`src/rtl/gfr_pkg.sv`:
```
// package of constants and carrier types for the global fault record block
package gfr_pkg;
  // register byte offsets
  localparam logic [7:0] GFR_OFF_ACTIVE = 8'h00;
  localparam logic [7:0] GFR_OFF_ADDR_LO = 8'h04;
  localparam logic [7:0] GFR_OFF_ADDR_HI = 8'h08;
  localparam logic [7:0] GFR_OFF_FLAGS = 8'h0c;
  localparam logic [7:0] GFR_OFF_RESTORE = 8'h10;
  localparam logic [7:0] GFR_OFF_NS_ADDR_LO = 8'h14;
  localparam logic [7:0] GFR_OFF_NS_ADDR_HI = 8'h18;
  localparam logic [7:0] GFR_OFF_NS_FLAGS = 8'h1c;
  localparam logic [7:0] GFR_OFF_NS_RESTORE = 8'h20;
  localparam logic [7:0] GFR_OFF_IRQ_MASK = 8'h24;
  // field positions
  localparam int GFR_BIT_MULTI = 31;
  localparam int GFR_BIT_UNSUP = 8;
  localparam int GFR_BIT_PERM = 7;
  // implemented bit masks
  localparam logic [31:0] GFR_MASK_V2 = 32'h8000_01ff;
  localparam logic [31:0] GFR_MASK_V1 = 32'h8000_00ff;
  localparam logic [31:0] GFR_MASK_NS_CLR = 32'hffff_ff7f;
  // reset values of control state and response codes
  localparam logic [31:0] GFR_RST_FLAGS = 32'h0000_0000;
  localparam logic [1:0] GFR_RESP_OKAY = 2'h0;
  localparam logic [1:0] GFR_RESP_SLVERR = 2'h2;
  // one recorded fault from the translation logic
  typedef struct packed {
    logic valid;
    logic secure;
    logic ctxBank;
    logic [8:0] classes;
    logic [63:0] addr;
  } gfr_fault_t;
endpackage

```
`src/rtl/gfr_bank.sv`:
```
// one security bank: fault flags and fault address
module gfr_bank
  import gfr_pkg::*;
#(
  parameter int ADDR_W = 40,
  parameter logic [31:0] IMPL_MASK = GFR_MASK_V2
) (
  // clock and reset
  input wire logic clk,
  input wire logic reset,
  // fault event
  input wire logic faultHit,
  input wire logic [8:0] faultClasses,
  input wire logic [63:0] faultAddr,
  // software access
  input wire logic clrWr,
  input wire logic restoreWr,
  input wire logic addrLoWr,
  input wire logic addrHiWr,
  input wire logic [31:0] wrData,
  input wire logic [3:0] wrStrb,
  // state
  output logic [31:0] flags,
  output logic [63:0] addr
);
  logic [31:0] flags_r;
  logic [ADDR_W-1:0] addr_r;
  logic [31:0] newBits;
  logic [63:0] addrWide;
  logic [31:0] strbMask;
  logic [63:0] addrWr;

  // elaboration check on the address width
  if (ADDR_W < 32 || ADDR_W > 64) begin : g_bad_width
    $error("gfr_bank: ADDR_W out of range");
  end

  // byte enables to bit mask
  always_comb begin
    for (int i = 0; i < 4; i++) begin
      strbMask[i*8 +: 8] = {8{wrStrb[i]}};
    end
  end

  // new flag bits with multiple error
  always_comb begin
    newBits = {23'h0, faultClasses} & IMPL_MASK;
    newBits[GFR_BIT_MULTI] = (flags_r != 32'h0);
  end

  // flags: restore, clear then set, set wins
  always_ff @(posedge clk) begin
    if (reset) begin
      flags_r <= GFR_RST_FLAGS;
    end else if (restoreWr) begin
      flags_r <= wrData & IMPL_MASK;
    end else begin
      flags_r <= (flags_r & ~(clrWr ? (wrData & strbMask) : 32'h0)) | (faultHit ? newBits : 32'h0);
    end
  end

  // address: software write or capture on first error
  always_ff @(posedge clk) begin
    if (faultHit && flags_r == 32'h0) begin
      addr_r <= faultAddr[ADDR_W-1:0];
    end else if (addrLoWr) begin
      addr_r <= ADDR_W'((addrWr & ~{32'h0, strbMask}) | {32'h0, wrData & strbMask});
    end else if (addrHiWr) begin
      addr_r <= ADDR_W'((addrWr & ~{strbMask, 32'h0}) | {wrData & strbMask, 32'h0});
    end
  end

  assign flags = flags_r;
  assign addrWide = 64'(addr_r);
  assign addrWr = addrWide; // zero-extended view for partial word writes
  assign addr = addrWide;

  chk_multi_set: assert property (@(posedge clk) disable iff (reset)
    (faultHit && !restoreWr && flags_r != 32'h0) |=> flags_r[GFR_BIT_MULTI])
    else $error("multi bit not set on repeated error");
  chk_addr_keep: assert property (@(posedge clk) disable iff (reset)
    (faultHit && flags_r != 32'h0 && !addrLoWr && !addrHiWr) |=> $stable(addr_r))
    else $error("address changed on repeated error");
  chk_clear_w1c: assert property (@(posedge clk) disable iff (reset)
    (clrWr && !faultHit && !restoreWr) |=> ((flags_r & $past(wrData & strbMask)) == 32'h0))
    else $error("write one did not clear flag");
  chk_restore_val: assert property (@(posedge clk) disable iff (reset)
    restoreWr |=> flags_r == $past(wrData & IMPL_MASK))
    else $error("restore value not loaded");
endmodule

```
`src/rtl/gfr_irq.sv`:
```
// sticky interrupt status and mask for block events
module gfr_irq
  import gfr_pkg::*;
(
  // clock and reset
  input wire logic clk,
  input wire logic reset,
  // events and software
  input wire logic [1:0] events,
  input wire logic [1:0] clrBits,
  input wire logic maskWr,
  input wire logic [1:0] maskData,
  // state
  output logic [1:0] status,
  output logic [1:0] mask,
  output logic irq
);
  logic [1:0] status_r;
  logic [1:0] mask_r;

  // sticky status, set wins over clear
  always_ff @(posedge clk) begin
    if (reset) status_r <= 2'h0;
    else status_r <= (status_r & ~clrBits) | events;
  end

  // mask register
  always_ff @(posedge clk) begin
    if (reset) mask_r <= 2'h0;
    else if (maskWr) mask_r <= maskData;
  end

  assign status = status_r;
  assign mask = mask_r;
  assign irq = |(status_r & mask_r);
endmodule

```
`src/rtl/gfr_top.sv`:
```
// global fault record: banked fault flags and address behind an AXI4-Lite slave
//
// The address map and register access over AXI4-Lite were decided locally.
module gfr_top
  import gfr_pkg::*;
#(
  parameter bit VERSION_TWO = 1'b1,
  parameter bit TWO_STATES = 1'b1,
  parameter int UPSTREAM_BUS_W = 48,
  parameter int INPUT_SPACE_W = 40
) (
  // clock and reset
  input wire logic clk,
  input wire logic reset,
  // axi4-lite write
  input wire logic [7:0] s_axi_awaddr,
  input wire logic s_axi_awprot1,
  input wire logic s_axi_awvalid,
  output logic s_axi_awready,
  input wire logic [31:0] s_axi_wdata,
  input wire logic [3:0] s_axi_wstrb,
  input wire logic s_axi_wvalid,
  output logic s_axi_wready,
  output logic [1:0] s_axi_bresp,
  output logic s_axi_bvalid,
  input wire logic s_axi_bready,
  // axi4-lite read
  input wire logic [7:0] s_axi_araddr,
  input wire logic s_axi_arprot1,
  input wire logic s_axi_arvalid,
  output logic s_axi_arready,
  output logic [31:0] s_axi_rdata,
  output logic [1:0] s_axi_rresp,
  output logic s_axi_rvalid,
  input wire logic s_axi_rready,
  // fault reports and translation status
  input wire gfr_fault_t fault,
  input wire logic translateStart,
  input wire logic resultWritten,
  // interrupt
  output logic irq
);
  localparam int ADDR_W = VERSION_TWO ? UPSTREAM_BUS_W : INPUT_SPACE_W;
  localparam logic [31:0] IMPL_MASK = VERSION_TWO ? GFR_MASK_V2 : GFR_MASK_V1;

  // elaboration checks on the configuration
  if (!VERSION_TWO && INPUT_SPACE_W != 32 && INPUT_SPACE_W != 36 && INPUT_SPACE_W != 40) begin : g_bad_space
    $error("gfr_top: input space width must be 32, 36 or 40");
  end
  if (ADDR_W < 32 || ADDR_W > 64) begin : g_bad_width
    $error("gfr_top: address width out of range");
  end

  // write and read channel holding registers, active flag
  logic awHeld_r;
  logic wHeld_r;
  logic [7:0] awAddr_r;
  logic awSec_r;
  logic [31:0] wData_r;
  logic [3:0] wStrb_r;
  logic bValid_r;
  logic [1:0] bResp_r;
  logic rValid_r;
  logic [31:0] rData_r;
  logic [1:0] rResp_r;
  logic active_r;
  logic doWrite;

  // decode of a register offset to a bank access
  function automatic logic [3:0] decodeOff(input logic [7:0] off, input logic sec);
    logic [3:0] d;
    d = 4'h0; // {ns alias, bank kind hit, secure bank, valid}
    if (off inside {GFR_OFF_ACTIVE, GFR_OFF_ADDR_LO, GFR_OFF_ADDR_HI, GFR_OFF_FLAGS,
                    GFR_OFF_RESTORE, GFR_OFF_IRQ_MASK}) begin
      d = {1'b0, 1'b1, sec && TWO_STATES, 1'b1};
    end else if (TWO_STATES && sec && off inside {GFR_OFF_NS_ADDR_LO, GFR_OFF_NS_ADDR_HI,
                    GFR_OFF_NS_FLAGS, GFR_OFF_NS_RESTORE}) begin
      d = 4'b1101;
    end
    return d;
  endfunction

  // alias offsets map onto the plain ones
  function automatic logic [7:0] baseOff(input logic [7:0] off);
    logic [7:0] b;
    b = off;
    if (off >= GFR_OFF_NS_ADDR_LO && off <= GFR_OFF_NS_RESTORE) b = 8'(off - 8'h10);
    return b;
  endfunction

  // write address capture
  always_ff @(posedge clk) begin
    if (reset) begin
      awHeld_r <= 1'b0;
    end else if (s_axi_awvalid && s_axi_awready) begin
      awHeld_r <= 1'b1;
    end else if (doWrite) begin
      awHeld_r <= 1'b0;
    end
  end
  always_ff @(posedge clk) begin
    if (s_axi_awvalid && s_axi_awready) begin
      awAddr_r <= s_axi_awaddr;
      awSec_r <= ~s_axi_awprot1;
    end
  end

  // write data capture
  always_ff @(posedge clk) begin
    if (reset) begin
      wHeld_r <= 1'b0;
    end else if (s_axi_wvalid && s_axi_wready) begin
      wHeld_r <= 1'b1;
    end else if (doWrite) begin
      wHeld_r <= 1'b0;
    end
  end
  always_ff @(posedge clk) begin
    if (s_axi_wvalid && s_axi_wready) begin
      wData_r <= s_axi_wdata;
      wStrb_r <= s_axi_wstrb;
    end
  end

  assign s_axi_awready = !awHeld_r && !bValid_r;
  assign s_axi_wready = !wHeld_r && !bValid_r;
  assign doWrite = awHeld_r && wHeld_r && !bValid_r;

  // write decode
  logic [3:0] wDec;
  logic [7:0] wOff;
  logic wSecBank;
  assign wDec = decodeOff(awAddr_r, awSec_r);
  assign wOff = baseOff(awAddr_r);
  assign wSecBank = wDec[1] && !wDec[3];
  logic [1:0] clrWr, restoreWr, addrLoWr, addrHiWr;
  logic maskWr;
  always_comb begin
    clrWr = 2'h0;
    restoreWr = 2'h0;
    addrLoWr = 2'h0;
    addrHiWr = 2'h0;
    maskWr = 1'b0;
    if (doWrite && wDec[0]) begin
      clrWr[wSecBank] = (wOff == GFR_OFF_FLAGS);
      restoreWr[wSecBank] = (wOff == GFR_OFF_RESTORE);
      addrLoWr[wSecBank] = (wOff == GFR_OFF_ADDR_LO);
      addrHiWr[wSecBank] = (wOff == GFR_OFF_ADDR_HI);
      maskWr = (wOff == GFR_OFF_IRQ_MASK);
    end
  end

  // write response
  always_ff @(posedge clk) begin
    if (reset) begin
      bValid_r <= 1'b0;
      bResp_r <= GFR_RESP_OKAY;
    end else if (doWrite) begin
      bValid_r <= 1'b1;
      bResp_r <= wDec[0] ? GFR_RESP_OKAY : GFR_RESP_SLVERR;
    end else if (s_axi_bready) begin
      bValid_r <= 1'b0;
    end
  end
  assign s_axi_bvalid = bValid_r;
  assign s_axi_bresp = bResp_r;

  // fault routing to banks; context-bank faults stay out
  logic [1:0] faultHit;
  logic [8:0] classes;
  always_comb begin
    classes = fault.classes;
    if (!fault.secure || !TWO_STATES) classes[GFR_BIT_PERM] = 1'b0;
    faultHit = 2'h0;
    if (fault.valid && !fault.ctxBank) begin
      faultHit[fault.secure && TWO_STATES] = 1'b1;
    end
  end

  // bank instances
  logic [31:0] flags [2];
  logic [63:0] fault_input_address [2];
  for (genvar b = 0; b < 2; b++) begin : g_bank
    gfr_bank #(
      .ADDR_W(ADDR_W),
      .IMPL_MASK(b == 1 ? IMPL_MASK : (IMPL_MASK & GFR_MASK_NS_CLR))
    ) u_bank (
      .clk(clk),
      .reset(reset),
      .faultHit(faultHit[b]),
      .faultClasses(classes),
      .faultAddr(fault.addr),
      .clrWr(clrWr[b]),
      .restoreWr(restoreWr[b]),
      .addrLoWr(addrLoWr[b]),
      .addrHiWr(addrHiWr[b]),
      .wrData(wData_r),
      .wrStrb(wStrb_r),
      .flags(flags[b]),
      .addr(fault_input_address[b])
    );
  end

  // translation in progress flag
  always_ff @(posedge clk) begin
    if (reset) active_r <= 1'b0;
    else if (translateStart) active_r <= 1'b1;
    else if (resultWritten) active_r <= 1'b0;
  end

  // interrupt: fault recorded in each bank
  logic [1:0] irqStatus, irqMask;
  gfr_irq u_irq (
    .clk(clk),
    .reset(reset),
    .events(faultHit),
    .clrBits(clrWr[1] ? wData_r[1:0] & {2{wStrb_r[0]}} : 2'h0),
    .maskWr(maskWr),
    .maskData(wData_r[1:0]),
    .status(irqStatus),
    .mask(irqMask),
    .irq(irq)
  );

  // read path
  logic [3:0] rDec;
  logic [7:0] rOff;
  logic rSecBank;
  assign rDec = decodeOff(s_axi_araddr, ~s_axi_arprot1);
  assign rOff = baseOff(s_axi_araddr);
  assign rSecBank = rDec[1] && !rDec[3];
  assign s_axi_arready = !rValid_r;
  always_ff @(posedge clk) begin
    if (reset) begin
      rValid_r <= 1'b0;
      rData_r <= 32'h0;
      rResp_r <= GFR_RESP_OKAY;
    end else if (s_axi_arvalid && s_axi_arready) begin
      rValid_r <= 1'b1;
      rResp_r <= rDec[0] ? GFR_RESP_OKAY : GFR_RESP_SLVERR;
      unique case (rOff)
        GFR_OFF_ACTIVE: rData_r <= {31'h0, active_r};
        GFR_OFF_ADDR_LO: rData_r <= fault_input_address[rSecBank][31:0];
        GFR_OFF_ADDR_HI: rData_r <= fault_input_address[rSecBank][63:32];
        GFR_OFF_FLAGS: rData_r <= flags[rSecBank];
        GFR_OFF_IRQ_MASK: rData_r <= {14'h0, irqStatus, 14'h0, irqMask};
        default: rData_r <= 32'h0;
      endcase
      if (!rDec[0]) rData_r <= 32'h0;
    end else if (s_axi_rready) begin
      rValid_r <= 1'b0;
    end
  end
  assign s_axi_rvalid = rValid_r;
  assign s_axi_rdata = rData_r;
  assign s_axi_rresp = rResp_r;

  chk_active_flag: assert property (@(posedge clk) disable iff (reset)
    translateStart |=> active_r)
    else $error("active flag not raised");
  chk_ctx_bank: assert property (@(posedge clk) disable iff (reset)
    (fault.valid && fault.ctxBank) |-> faultHit == 2'h0)
    else $error("context bank fault reached global status");
  chk_ns_perm: assert property (@(posedge clk) disable iff (reset)
    ##1 !flags[0][GFR_BIT_PERM])
    else $error("permission bit set in non-secure bank");
  chk_unsup_v1: assert property (@(posedge clk) disable iff (reset)
    (faultHit[1] && !restoreWr[1] && fault.classes[GFR_BIT_UNSUP])
      |=> flags[1][GFR_BIT_UNSUP] == IMPL_MASK[GFR_BIT_UNSUP])
    else $error("unsupported bit set in version one");
  chk_addr_upper: assert property (@(posedge clk) disable iff (reset)
    ##1 ((fault_input_address[1] >> ADDR_W) == 64'h0))
    else $error("address upper bits not zero");
  chk_resp_once: assert property (@(posedge clk) disable iff (reset)
    doWrite |=> s_axi_bvalid)
    else $error("write response missing");
endmodule

```
`config.mk`:
```
export PLATFORM = sky130hd
export DESIGN_NAME = gfr_top
export DESIGN_NICKNAME = d
export VERILOG_FILES = /design/src/rtl/gfr_pkg.sv /design/src/rtl/gfr_bank.sv /design/src/rtl/gfr_irq.sv /design/src/rtl/gfr_top.sv
export SDC_FILE = /design/constraint.sdc
export NUM_CORES = 1
export LEC_CHECK = 0
export ABC_AREA = 1
export ABC_CLOCK_PERIOD_IN_PS = 4300
export BUFFER_PORTS_ARGS = -buffer_cell sky130_fd_sc_hd__buf_2
export CAP_MARGIN = 20
export CELL_PAD_IN_SITES_DETAIL_PLACEMENT = 0
export CELL_PAD_IN_SITES_GLOBAL_PLACEMENT = 1
export CORE_MARGIN = 4
export CORE_UTILIZATION = 46
export DETAILED_ROUTE_END_ITERATION = 10
export GPL_TIMING_DRIVEN = 0
export PLACE_DENSITY_LB_ADDON = 0.1
export SYNTH_ARGS = -nofsm -noshare
export SYNTH_HDL_FRONTEND = slang
export SYNTH_SLANG_ARGS = --single-unit
```
`constraint.sdc`:
```
create_clock -name clk -period 4.3 [get_ports clk]
set_input_delay 0.86 -clock clk [delete_from_list [all_inputs] [get_ports clk]]
set_output_delay 0.86 -clock clk [all_outputs]
set_load 0.005 [all_outputs]
```
# [Word level (Yosys, flattened, before mapping)]
# Cells that the tools add are included.
[totals] regBits=250 latchBits=0 ramBits=0 mem_bits_ro=0 in_bits=139 wordCells=183 n_memories=0
[op_classes] addsub=2 multipliers=0 div=0 magnitude_cmp=9 eq_ne=27 shifts=0 mux=49 n_bitwise=29 reduce_logical=47
[ops] op="48-bit 2-to-1 mux" n=7
[ops] op="32-bit 2-to-1 mux" n=10
[ops] op="48-bit AND" n=4
[ops] op="32-bit one-hot mux with 5 select lines" n=1
[ops] op="64-bit 2-to-1 mux" n=2
[ops] op="32-bit AND" n=3
[ops] op="48-bit by 32-bit OR with 48-bit output" n=2
[ops] op="48-bit OR" n=2
[ops] op="8-bit by 5-bit == test with 1-bit output, second input constant" n=9
[ops] op="8-bit by 4-bit == test with 1-bit output, second input constant" n=8
[ops] op="32-bit zero test" n=2
[ops] op="32-bit inverter" n=2
[ops] op="32-bit OR" n=2
[ops] op="32-bit nonzero test" n=2
[ops] op="8-bit by 6-bit == test with 1-bit output, second input constant" n=6
[ops] op="32-bit inverter with 48-bit output" n=1
[ops] op="48-bit inverter" n=1
[ops] op="8-bit by 3-bit == test with 1-bit output, second input constant" n=4
[ops] op="8-bit zero test" n=3
[ops] op="1-bit logical AND" n=19
[ops] op="8-bit by 5-bit greater-or-equal comparator with 1-bit output, second input constant" n=2
[ops] op="8-bit by 6-bit less-or-equal comparator with 1-bit output, second input constant" n=2
[ops] op="2-bit 2-to-1 mux" n=8
[ops] op="4-bit 2-to-1 mux" n=4
[ops] op="other kinds (18)" n=57

# [Depth between registers and ports, before layout]
[depth] ltp_word=18 depth_mapped=16 mapped_depth_nobuf=15

# [Cells and area by module]
# Synthesis repeated with hierarchy kept, for this count alone.
[hier_totals] cells_unflattened=1924 hier_area_um2=14007.2
[modules_own_cells] mod="gfr_top" n_inst=1 cells_each=838 area_each_um2=5704.2
[modules_own_cells] mod="gfr_bank at g_bank[1].u_bank" n_inst=1 cells_each=534 area_each_um2=4083.9
[modules_own_cells] mod="gfr_bank at g_bank[0].u_bank" n_inst=1 cells_each=529 area_each_um2=4062.6
[modules_own_cells] mod="gfr_irq" n_inst=1 cells_each=23 area_each_um2=156.4

# [Worst setup path after synthesis]
# Ideal clock, no wire load.
[synth_path] path_type="register to register" start="reg awAddr_r[5]" end="reg g_bank[0].u_bank.addr_r[32] (enable)" arrival_time_ps=2132 t_required_ps=3928 path_slack_ps=1797 path_stages_with_launch=14 synth_period_minus_slack_ps=2503 cell_sequence="edfxtp_1 -> inv_1 -> ha_1 -> nand2_1 -> o21ai_0 -> nand2_1 -> nand2_1 -> nand2_1 -> inv_1 -> nand2_1 -> inv_1 -> clkbuf_1 -> nand3_1 -> nand2_1"
[synth_via] elab_chain_cells=14 elab_cells_between_ends=35
[synth_rtl] item="start, declared" line_no="gfr_top.sv:57" text="logic [7:0] awAddr_r;"
[synth_rtl] item="start signal, assigned" line_no="gfr_top.sv:103" text="awAddr_r <= s_axi_awaddr;"
[synth_rtl] item="8-bit by 5-bit == test with 1-bit output or 8-bit by 6-bit == test with 1-bit output (tied branches)" line_no="gfr_top.sv:76" text="end else if (TWO_STATES && sec && off inside {GFR_OFF_NS_ADDR_LO, GFR_OFF_NS_ADDR_HI,"
[synth_rtl] item="4-bit nonzero test" line_no="gfr_top.sv:76"
[synth_rtl] item="1-bit logical AND" line_no="gfr_top.sv:76"
[synth_rtl] item="4-bit 2-to-1 mux" line_no="gfr_top.sv:76"
[synth_rtl] item="4-bit 2-to-1 mux" line_no="gfr_top.sv:73" text="if (off inside {GFR_OFF_ACTIVE, GFR_OFF_ADDR_LO, GFR_OFF_ADDR_HI, GFR_OFF_FLAGS,"
[synth_rtl] item="1-bit zero test" line_no="gfr_top.sv:135" text="assign wSecBank = wDec[1] && !wDec[3];"
[synth_rtl] item="1-bit logical AND" line_no="gfr_top.sv:135"
[synth_rtl] item="1-bit by 2-bit less-than comparator with 1-bit output (not written as such) or 1-bit greater-or-equal comparator (tied branches)" line_no="gfr_top.sv:147, gfr_top.sv:148"
[synth_rtl] item="1-bit logical AND (not written as such)" line_no="gfr_top.sv:147, gfr_top.sv:148"
[synth_rtl] item="1-bit 2-to-1 mux (not written as such)" line_no="gfr_top.sv:147, gfr_top.sv:148"
[synth_rtl] item="1-bit demux with 1-bit select" line_no="gfr_top.sv:147, gfr_top.sv:148"
[synth_rtl] item="2-bit AND (no line)"
[synth_rtl] item="2-bit 2-to-1 mux" line_no="gfr_top.sv:144" text="if (doWrite && wDec[0]) begin"
[synth_rtl] item="3-bit nonzero test (no line) *"
[synth_rtl] item="end signal, assigned" line_no="gfr_bank.sv:65" text="addr_r <= faultAddr[ADDR_W-1:0];"
[synth_rtl] item="end signal, assigned" line_no="gfr_bank.sv:67" text="addr_r <= ADDR_W'((addrWr & ~{32'h0, strbMask}) | {32'h0, wrData & strbMask});"
[synth_rtl] item="end signal, assigned" line_no="gfr_bank.sv:69" text="addr_r <= ADDR_W'((addrWr & ~{strbMask, 32'h0}) | {wrData & strbMask, 32'h0});"
[synth_rtl] item="end, declared" line_no="gfr_bank.sv:27" text="logic [ADDR_W-1:0] addr_r;"
# Mark *: on every way between the ends. The rest lies on a longest branch, timed or not.
# A chain may end at the register's enable or synchronous reset.

# [Worst setup path after layout]
[layout_path] start="reg g_bank[1].u_bank.flags_r[9]" end="reg g_bank[1].u_bank.addr_r[38] (enable)"
[layout_via] elab_chain_cells=3
[layout_rtl] item="start, declared" line_no="gfr_bank.sv:26" text="logic [31:0] flags_r;"
[layout_rtl] item="start signal, assigned" line_no="gfr_bank.sv:56" text="flags_r <= wrData & IMPL_MASK;"
[layout_rtl] item="start signal, assigned" line_no="gfr_bank.sv:58" text="flags_r <= (flags_r & ~(clrWr ? (wrData & strbMask) : 32'h0)) | (faultHit ? newBits : 32'h0);"
[layout_rtl] item="32-bit zero test" line_no="gfr_bank.sv:64" text="if (faultHit && flags_r == 32'h0) begin"
[layout_rtl] item="1-bit logical AND" line_no="gfr_bank.sv:64"
[layout_rtl] item="3-bit nonzero test (no line)"
[layout_rtl] item="end signal, assigned" line_no="gfr_bank.sv:65"
[layout_rtl] item="end signal, assigned" line_no="gfr_bank.sv:67"
[layout_rtl] item="end signal, assigned" line_no="gfr_bank.sv:69"
[layout_rtl] item="end, declared" line_no="gfr_bank.sv:27"
# Every way passes these cells.

==> qor.yml <==
status: "complete, no violations"
die_area_um2: 30450
worstSetupPathType: "reg -> reg"
crit_top_cell: "nand2_1"
dp_hpwl_mm: 30.70
final-hold-violation-count: 0
grt_first_pass_wirelength_mm: 64.96
multi_input_comb_area_um2: 5166
worstSetupStartpointType: "register"
clock-sinks: 248
post-cts-setup-buffers: 0
crit_path_max_incr_delay_ns: 0.81
worstPathBufferInverterCount: 3
p_per_area_nw_per_um2: 379.5
tritoncts_clock_tree: "done"
worstHoldPathType: "reg -> reg"
worst_path_dominant_cell_family: "simple AND/OR/NAND/NOR gates"
place_inst: 2151
synth-seq-cells: 248
worst-slew-pin-transition_ns: 0.9027
critical_path_peak_fanout: 16
fmax_ghz: 0.2643
antenna_cells_inserted: 0
synthArstFlopShare_pct: 0
route.detailed.wl_per_inst_um: 19.12
ys_types: 43
unrepaired_setup_endpoints_after_global_routing: "false"
drt_drc_violations_left: 0
worst_clock_skew_ns: 0.01952
synth_top_flop_cell: "edfxtp_1"
timing.max_cap.violations: 0
synthesis.yosys.warnings: 0
postSynthAreaPerCell_um2: 7.886
grt_antenna_before_repair: 0
hold_buffers: 0
nNetsFinal: 1955
finalSetupTns_ns: 0
worst_slew_margin_rel_pct: 39.68
global_route_overflow: 0
instances_no_fill: 2203
setup_violations: 0
timing.final.crit_period_ns: 3.784
cts_max_level: 1
gr-usage-all-layers_pct: 27.00
dr.pass1.iters: 6
synth_area_leaders: "edfxtp_1, dfxtp_1, nand2_1"
cts_buffers: 28
critPathRequiredTime_ns: 4.48
synth.largest_area_cell: "edfxtp_1"
synth.cells.most_frequent: "nand2_1, inv_1, o21ai_0"
power.total_mw: 5.697
clkLatencyLatePin_ns: 0.56
drive_above_1_share_pct: 17.37
timing.final.max_slew_violations: 0
grt_pass1_vias: 11360
cts-root-buf: "clkbuf_16"
design.portCount: 181
power_leakage_nw: 6.368
grt_start_max_net_pins: 42
max-clock-path-buffers: 3
routed_via_density: 5.374
postLayoutSetupSlackWorst_ns: 0.5159
critPathArrivalTime_ns: 3.96
critical_path.endpoint_type: "register"
initial_core_util_pct: 47.05
detailedRoute.firstIterationViolations: 1160
via_count: 11840
layout-area-overhead-vs-synth_pct: 17.72
final_util_pct: 55.39
cp_cell_sequence: "inv_1, nand3_1, nor3_1, nand2_1, nor4_1, nand2_1, clkbuf_1, clkbuf_1, nand2_1"
yosys.cell_count.top_type: "nand2_1"
seq_area_um2: 6376
synth_edf_count: 141
filler_cell_count: 2643
vdd_ir_drop_max_mv: 0.3308
synth_cells: 1617
period_share_pct: 88.00
ys_seq_area_share_pct: 50.00
postRouteAntennaNets: 0
drt_wl_total_mm: 42.12
floorplan.die.width_um: 174.5
dp_slack_ns: 0.5902
post_synth_instance_area_um2: 12750
post_cts_resized: 0
synth_top_area_share_pct: 33.20
cpMaxStageDelayCell: "nand2_1"
number_of_input_and_output_port_buffers_inserted: 161
globalplace.congestion: 0.8798
num_rows: 60
cts.reportedPaths.clkPinSlew_ns: 0.06
coreArea_um2: 27100
die-height_um: 174.5
-- worst min-delay path, delay by kind of cell (launching register included) --
family | cells | cell delay [ns]
AO/OA/AOI/OAI | 1 | 0.06
AND/OR/NAND/NOR | 1 | 0.04
flip-flops | 1 | 0.30
-- registers in the layout (all words and copies together), names as in the netlist, 2 cells and up --
register	cells
g_bank.u_bank.addr_r	96
awAddr_r	8
s_axi_rdata	32
u_irq.mask	2
wData_r	32
g_bank.u_bank.flags	64
u_irq.status	2
wStrb_r	4
-- report_power, final --
part | leakage, nW | switching, mW | total [mW] | internal [mW]
logic | 3.75 | 0.346 | 0.503 | 0.157
registers | 2.13 | 0.0470 | 2.65 | 2.60
clock network | 0.487 | 1.01 | 2.55 | 1.53
total | 6.37 | 1.41 | 5.70 | 4.29
-- stage by stage --
step / cell area [um^2] / hold WS (ns)
final: 15010 / 0.4493
after global routing: 15010 / 0.4627
after CTS: 15010 / 0.4499
after global placement: 14030 / 0.4366
after detailed placement: 14030 / 0.4413
after floorplan: 12760 / 0.4283
-- metal layers --
metal / track usage, % / wire, um / vias to the layer above
li1: - / - / 5726
met1: 39.46 / 18710 / 5510
met2: 42.14 / 18580 / 540
met3: 4.350 / 3821 / 62
met4: 6.710 / 1012 / 0
met5: 0 / 0 / -
-- layout by cell type, fill, tap and decap left out, types with 10 or more instances in the layout --
master       n
a21oi_1     86
buf_2      183
clkbuf_1    54
clkbuf_16   34
dfxtp_1    107
edfxtp_1   141
inv_1      202
nand2_1    374
nand3_1     58
nand4_1     14
nor2_1     159
o21ai_0    201
o21ai_1     12
o22ai_1     63
o22ai_2     10
or2_2       30
-- layout make-up --
cell class | count | share of cell area (%)
timing repair buffer | 161 | 5.368
tap | 372 | 3.101
inverter | 208 | 5.201
clock inverter | 12 | 0.7418
sequential | 248 | 42.47
buffer | 86 | 2.884
clock buffer | 40 | 5.818
multi-input combinational | 1076 | 34.41
-- final timing paths --
path	start	end	slack, ns	cells after the start
setup / recovery	g_bank[1].u_bank.flags[9]$_SDFF_PP0_	g_bank[1].u_bank.addr_r[38]$_DFFE_PP_	0.52	9
hold / removal	g_bank[1].u_bank.flags[22]$_SDFF_PP0_	g_bank[1].u_bank.flags[22]$_SDFF_PP0_	0.45	2
setup reg to reg	g_bank[1].u_bank.flags[9]$_SDFF_PP0_	g_bank[1].u_bank.addr_r[38]$_DFFE_PP_	0.52	9
hold reg to reg	g_bank[1].u_bank.flags[22]$_SDFF_PP0_	g_bank[1].u_bank.flags[22]$_SDFF_PP0_	0.45	2
-- cells by family (layout without fill, tap and decap cells) --
kind of cell	Yosys count	in the layout	share of synthesized area (%)
simple gates	683	683	23.01
compound gates	384	384	16.76
buf+inv	294	507	9.517
flops	248	248	50.00
fa+ha+maj	7	7	0.6868
other cells	1	2	0.02941
Power figures use the tool's default switching activity.
